===== config.mk =====
export PLATFORM = sky130hd
export DESIGN_NAME = hvid_top
export DESIGN_NICKNAME = d
export VERILOG_FILES = /design/src/hvid_pkg.sv /design/src/hvid_bib_mem.sv /design/src/hvid_top.sv
export VERILOG_INCLUDE_DIRS = /design/src
export SDC_FILE = /design/constraint.sdc
export NUM_CORES = 1
export LEC_CHECK = 0
export BUFFER_PORTS_ARGS = -buffer_cell sky130_fd_sc_hd__buf_2
export CAP_MARGIN = 25
export CORE_MARGIN = 3
export CORE_UTILIZATION = 50
export DETAILED_ROUTE_END_ITERATION = 10
export HOLD_SLACK_MARGIN = 0.02
export PLACE_DENSITY_LB_ADDON = 0.12
export SYNTH_ARGS = -nofsm -noshare
export SYNTH_HDL_FRONTEND = slang
export SYNTH_HIERARCHICAL = 1
export SYNTH_SLANG_ARGS = --single-unit

===== constraint.sdc =====
create_clock -name clk -period 2.81 [get_ports clk]
set_input_delay 0.562 -clock clk [delete_from_list [all_inputs] [get_ports clk]]
set_output_delay 0.562 -clock clk [all_outputs]
set_load 0.1 [all_outputs]

===== src/hvid_defs.svh =====
// Constants for the host version and id ROM access block.
// Included by the package, hvid_top and the bench; definitions only.
`ifndef HVID_DEFS_SVH
`define HVID_DEFS_SVH

`define HVID_REG_AW          8
`define HVID_OFF_VERSION     8'h00
`define HVID_OFF_ROM_ACCESS  8'h04

`define HVID_VER_MAJOR       8'h01
`define HVID_VER_MINOR       8'h10

`define HVID_BIT_PTR_CLR     31
`define HVID_BIT_PRESENT     24
`define HVID_BIT_READ_GO     25
`define HVID_FLD_HI_MSB      23
`define HVID_FLD_HI_LSB      16
`define HVID_FLD_LO_MSB      7
`define HVID_FLD_LO_LSB      0

`define HVID_OPT_ROM_ADDR    8'h28
`define HVID_OPT_ROM_RESET   8'h00
`define HVID_SETTLE_LAST     2'h3

`endif


===== src/hvid_pkg.sv =====
// Types for the host version and id ROM access block.
// Assumes hvid_defs.svh sits in the include path.
`include "hvid_defs.svh"

package hvid_pkg;

	typedef enum logic [4:0] {
		HVID_ST_SETTLE = 5'h01,
		HVID_ST_BOOT   = 5'h02,
		HVID_ST_OPT    = 5'h04,
		HVID_ST_IDLE   = 5'h08,
		HVID_ST_READ   = 5'h10
	} hvid_state_t;

	// Byte request toward the EEPROM engine
	typedef struct packed {
		logic       req;
		logic [7:0] addr;
	} hvid_ee_req_t;

	typedef struct packed {
		hvid_state_t  st;
		logic [1:0]   settle;
		logic [1:0]   det_sync;
		logic         present;
		logic         clr_pend;
		logic         go_pend;
		logic [7:0]   ptr;
		logic [7:0]   byte_val;
		logic [7:0]   opt_off;
		logic [7:0]   boot_idx;
		hvid_ee_req_t ee;
		logic [31:0]  rdata;
	} hvid_regs_t;

endpackage


===== src/hvid_bib_mem.sv =====
// Small byte memory holding the bus information block copy.
// Written during boot load; read by the link side, data registered.
`timescale 1ns/1ps

module hvid_bib_mem
	import hvid_pkg::*;
#(
	parameter int DEPTH = 20,
	parameter int AW    = 5
) (
	input  wire logic          clk,
	input  wire logic          rst_b,
	input  wire logic          wr_en,
	input  wire logic [AW-1:0] wr_addr,
	input  wire logic [7:0]    wr_data,
	input  wire logic [AW-1:0] rd_addr,
	output logic      [7:0]    rd_data
);

	logic [7:0] mem [DEPTH];

	always_ff @(posedge clk) begin
		if (wr_en) begin
			mem[wr_addr] <= wr_data;
		end
	end

	always_ff @(posedge clk or negedge rst_b) begin
		if (!rst_b) begin
			rd_data <= 8'h00;
		end else begin
			rd_data <= mem[rd_addr];
		end
	end

endmodule


===== src/hvid_top.sv =====
// Version register and EEPROM byte access register with boot load.
// Assumes a same-clock EEPROM byte engine; detect pin is asynchronous.
// rst_b is the global reset pin; soft_rst is a synchronous lesser reset.
//
// Added by the designer: the address-and-strobe port.
`timescale 1ns/1ps

`include "hvid_defs.svh"

module hvid_top
	import hvid_pkg::*;
#(
	parameter int BIB_BYTES = 20,
	parameter int BIB_AW    = 5,
	parameter int BIB_BASE  = 0
) (
	input  wire logic                    clk,
	input  wire logic                    rst_b,
	input  wire logic                    soft_rst,
	input  wire logic [`HVID_REG_AW-1:0] reg_addr,
	input  wire logic [31:0]             reg_wdata,
	input  wire logic                    reg_wr,
	input  wire logic                    reg_rd,
	output logic      [31:0]             reg_rdata,
	input  wire logic                    eeprom_detect,
	output hvid_ee_req_t                 ee_cmd,
	input  wire logic                    ee_ack,
	input  wire logic [7:0]              ee_rd_data,
	output logic                         eeprom_present_flag,
	output logic      [7:0]              option_rom_offset,
	input  wire logic [BIB_AW-1:0]       bib_rd_addr,
	output logic      [7:0]              bib_rd_data
);

	hvid_regs_t         s;
	hvid_regs_t         n;
	logic               mem_we;
	logic [BIB_AW-1:0]  mem_wa;
	logic               wr_access;

	function automatic logic [31:0] reg_word(
		input logic [`HVID_REG_AW-1:0] a,
		input hvid_regs_t              r
	);
		logic [31:0] w;
		w = 32'h0000_0000;
		if (a == `HVID_OFF_VERSION) begin
			w[`HVID_BIT_PRESENT] = r.present;
			w[`HVID_FLD_HI_MSB:`HVID_FLD_HI_LSB] = `HVID_VER_MAJOR;
			w[`HVID_FLD_LO_MSB:`HVID_FLD_LO_LSB] = `HVID_VER_MINOR;
		end else if (a == `HVID_OFF_ROM_ACCESS) begin
			w[`HVID_BIT_PTR_CLR] = r.clr_pend;
			w[`HVID_BIT_READ_GO] = r.go_pend;
			w[`HVID_FLD_HI_MSB:`HVID_FLD_HI_LSB] = r.byte_val;
			w[`HVID_FLD_LO_MSB:`HVID_FLD_LO_LSB] = r.opt_off;
		end
		return w;
	endfunction

	assign wr_access = reg_wr && (reg_addr == `HVID_OFF_ROM_ACCESS);

	always_comb begin
		n = s;
		mem_we = 1'b0;
		mem_wa = s.boot_idx[BIB_AW-1:0];
		n.det_sync = {s.det_sync[0], eeprom_detect};
		if (s.det_sync[1]) begin
			n.present = 1'b1;
		end
		n.rdata = reg_rd ? reg_word(reg_addr, s) : 32'h0000_0000;

		unique case (s.st)
			HVID_ST_SETTLE: begin
				n.settle = s.settle + 2'h1;
				if (s.settle == `HVID_SETTLE_LAST) begin
					if (s.present) begin
						n.st = HVID_ST_BOOT;
						n.ee.req = 1'b1;
						n.ee.addr = 8'(BIB_BASE);
					end else begin
						n.st = HVID_ST_IDLE;
					end
				end
			end
			HVID_ST_BOOT: begin
				if (ee_ack) begin
					mem_we = 1'b1;
					n.boot_idx = s.boot_idx + 8'h01;
					n.ee.addr = 8'(BIB_BASE) + n.boot_idx;
					if (s.boot_idx == 8'(BIB_BYTES - 1)) begin
						n.st = HVID_ST_OPT;
						n.ee.addr = `HVID_OPT_ROM_ADDR;
					end
				end
			end
			HVID_ST_OPT: begin
				if (ee_ack) begin
					n.opt_off = ee_rd_data;
					n.ee.req = 1'b0;
					n.st = HVID_ST_IDLE;
				end
			end
			HVID_ST_IDLE: begin
				if (s.clr_pend) begin
					n.ptr = 8'h00;
					n.clr_pend = 1'b0;
				end else if (s.go_pend) begin
					n.st = HVID_ST_READ;
					n.ee.req = 1'b1;
					n.ee.addr = s.ptr;
				end
			end
			HVID_ST_READ: begin
				if (ee_ack) begin
					n.go_pend = 1'b0;
					n.byte_val = ee_rd_data;
					n.ptr = s.ptr + 8'h01;
					n.ee.req = 1'b0;
					n.st = HVID_ST_IDLE;
				end
			end
		endcase

		if (wr_access && s.present && s.st == HVID_ST_IDLE
				&& !s.clr_pend && !s.go_pend) begin
			if (reg_wdata[`HVID_BIT_PTR_CLR]) begin
				n.clr_pend = 1'b1;
			end else if (reg_wdata[`HVID_BIT_READ_GO]) begin
				n.go_pend = 1'b1;
			end
		end

		if (soft_rst) begin
			n.clr_pend = 1'b0;
			n.go_pend = 1'b0;
			n.ptr = 8'h00;
			n.byte_val = 8'h00;
			if (s.st == HVID_ST_READ) begin
				n.st = HVID_ST_IDLE;
				n.ee.req = 1'b0;
			end
		end
	end

	always_ff @(posedge clk or negedge rst_b) begin
		if (!rst_b) begin
			s.st <= HVID_ST_SETTLE;
			s.settle <= 2'h0;
			s.det_sync <= 2'h0;
			s.present <= 1'b0;
			s.clr_pend <= 1'b0;
			s.go_pend <= 1'b0;
			s.ptr <= 8'h00;
			s.byte_val <= 8'h00;
			s.opt_off <= `HVID_OPT_ROM_RESET;
			s.boot_idx <= 8'h00;
			s.ee <= '0;
			s.rdata <= 32'h0000_0000;
		end else begin
			s <= n;
		end
	end

	hvid_bib_mem #(
		.DEPTH (BIB_BYTES),
		.AW    (BIB_AW)
	) u_bib_mem (
		.clk     (clk),
		.rst_b   (rst_b),
		.wr_en   (mem_we),
		.wr_addr (mem_wa),
		.wr_data (ee_rd_data),
		.rd_addr (bib_rd_addr),
		.rd_data (bib_rd_data)
	);

	assign reg_rdata = s.rdata;
	assign ee_cmd = s.ee;
	assign eeprom_present_flag = s.present;
	assign option_rom_offset = s.opt_off;
endmodule


==> flow_metrics.py <==
metrics = {
    "clocking": {
        "cts_tree": "built",
        "cts_buffers": 26,
        "cts.path.max_buffers": 3,
        "post-cts-setup-buffers": 0,
        "root_buffer": "clkbuf_16",
        "ctsHoldBuffers": 0,
        "cts.sinks": 240,
        "ctsResizeCount": 0,
        "htree_levels": 1,
        "clk_latency_ps": 510,
        "clk_pin_slew_worst_paths_ps": 60,
    },
    "finish": {
        "nets": 796,
        "antennaDiodeCount": 0,
        "drive_above_1_share_pct": 24.5,
        "fin_area_sq_mm": 0.0114,
        "area_growth_pct": 12.3,
        "finalNonFillerCells": 1017,
    },
    "worst_setup_path": {
        "end_kind": "flip-flop",
        "startpoint": "s[81]",
        "crit_arrival_ps": 2540,
        "cp_max_fo": 10,
        "cp-start-kind": "flip-flop",
        "path_cells": "nor2b_1 > nand3_1 > inv_1 > or3b_2 > nor2_1 > buf_4",
        "critPathRequiredTime_ps": 3030,
        "r2r_setup_slack_ps": 490,
        "rr_startpoint": "s[81]",
        "worst_path_largest_cell_delay_ps": 540,
        "rr_worst_depth": 6,
        "path_class": "flip-flop to flip-flop",
        "cp_slowest_cell": "dfrtp_1",
    },
    "sta": {
        "rsz0062_at_grt": "false",
        "drv_slew": 0,
        "worst_slew_pin_slew_ps": 701,
        "finalSetupViolCount": 0,
        "max_freq_mhz": 431,
        "final.period_utilization_pct": 82.7,
        "timing.slew.headroom_pct": 53.1,
        "hold_viol": 0,
        "skew_ps": 5.15,
        "min_period_ps": 2320,
        "timing.hold.ws_ps": 88.9,
        "setup_tns_ps": 0,
    },
    "power": {
        "p_leak_nw": 4.45,
        "ir_drop_mv": 0.358,
        "cellPowerDensity_mw_per_mm2": 647,
        "power_mw": 7.36,
    },
    "grt": {
        "antenna_found_initial": 0,
        "grt_max_degree": 50,
        "grt_pass1_wl_microns": 33000,
        "overflow": 0,
        "grt_pass1_vias": 5828,
        "grt_use_total_pct": 19.3,
    },
    "placement": {
        "detailedPlacementHpwl_microns": 13600,
        "dp_cells": 970,
        "port_buffers": 74,
        "gp_congestion": 0.888,
        "placed_area_sq_mm": 0.0106,
    },
    "floorplanning": {
        "io_pins": 118,
        "chipHeight_microns": 148,
        "row_count": 51,
        "die_w_microns": 148,
        "dieArea_sq_mm": 0.0220,
        "initial_utilization_pct": 51.5,
        "core_sq_mm": 0.0197,
    },
    "detailed_routing": {
        "drc": 0,
        "firstDrtPassIters": 7,
        "detail_route.wl_per_cell_microns": 20.4,
        "vias": 5654,
        "antenna_left": 0,
        "vias_per_cell": 5.56,
        "wl_microns": 20800,
        "drt-initial-drc-count": 444,
    },
    "synth": {
        "netlist.area_leader.share_pct": 47.4,
        "syn_avg_cell_area_sq_um": 15.3,
        "synthCells": 662,
        "syn_area_sq_mm": 0.0101,
        "ys_seq_area_share_pct": 67.2,
        "async_reset_ff_share_pct": 33.3,
        "synth_area_leaders": "edfxtp_1 (47%), dfrtp_1 (20%), mux4_2 (4.7%)",
        "ys.warnings.count": 6,
        "yosysMostFrequentCell": "edfxtp_1",
        "synth_common_cells": "edfxtp_1 (160), dfrtp_1 (79), buf_4 (50), nand2_1 (50), nor2_1 (36)",
        "ys_types": 60,
        "synth_ff_type": "edfxtp_1",
        "synth_seq_cells": 240,
        "yosys.area.top_type": "edfxtp_1",
        "synth_edf_count": 160,
    },
    "status": {
        "outcome": "finished clean",
    },
    "hold_path": {
        "hold_class": "input port to asynchronous set/reset pin",
    },
    "flow_run": {
        "cap_viol_max_count": 0,
    },
}
-- report_power, final --
| part | switching (mW) | internal (mW) |
|---|---|---|
| Clock | 1.30 | 1.84 |
| Combinational | 0.324 | 0.0987 |
| Sequential | 0.00355 | 3.79 |
-- metrics by stage --
step	util (%)	worst slack (ps)
after floorplan	-	326
after global placement	53.9	373
after detailed placement	53.9	319
after CTS	57.9	486
after global routing	57.9	337
final	57.9	487
-- sequential cells by signal, indices dropped and copies added (netlist names) --
signal / count
eeprom_present_flag: 1
option_rom_offset: 8
s: 29
u_bib_mem/rd_data: 8
u_bib_mem/mem: 160
mem_wa: 5
n: 1
ee_cmd: 9
reg_rdata: 19
-- final cells by class --
type / instances / area (sq um)
clock buffers: 34 / 702
well taps: 265 / 332
inverters: 10 / 37.5
repair buffers: 106 / 638
fillers: 1585 / 8280
multi-input cells: 349 / 2770
clock inverters: 13 / 88.8
flip-flops and latches: 240 / 6810
-- layer usage --
layer | global-route usage [%] | part of all wire (%)
met1 | 26.9 | 42
met2 | 32.4 | 50
met3 | 3.14 | 5.8
met4 | 4.30 | 1.4
met5 | 0 | 0
-- logic make-up (layout without fill, tap and decap cells) --
family | Yosys count | count (layout) | synth area share (%)
buf+inv | 85 | 163 | 5.87
mux | 65 | 65 | 10.9
flops | 240 | 240 | 67.2
other cells | 1 | 13 | 0.0370
simple gates | 168 | 168 | 8.62
xor+xnor | 15 | 15 | 1.30
compound gates | 85 | 85 | 5.68
fa+ha+maj | 3 | 3 | 0.371
-- critical path: cells and delay by family (launching register included) --
family                 cells  cell delay (ps)
buffers and inverters      2              300
DFF                        1              540
and+or+nand+nor            4             1190
-- cell usage in the layout (no fill, tap or decap), types with 8 or more instances in the layout --
master / synthesis / layout
a21oi_1: 22 / 22
o21ai_0: 20 / 20
mux4_1: 11 / 11
mux2i_1: 23 / 23
nand3_1: 13 / 13
buf_2: 6 / 73
inv_1: 10 / 10
xor2_1: 8 / 8
nor2_1: 36 / 36
a22o_1: 9 / 9
dfrtp_1: 79 / 79
buf_4: 50 / 31
clkbuf_16: 0 / 27
mux2_2: 10 / 10
mux4_2: 21 / 21
nand2_1: 50 / 50
edfxtp_1: 160 / 160
and2_1: 19 / 19
and3_1: 8 / 8
conb_1: 1 / 13
-- worst paths after layout --
| kind | to |
|---|---|
| max | u_bib_mem/mem[0][1] |
| min | ee_cmd[7] |
| max reg2reg | u_bib_mem/mem[0][1] |
| min reg2reg | s[77] |
| max in group asynchronous | s[80] |
| min in group clk | n[77] |
Power figures use the tool's default switching activity.
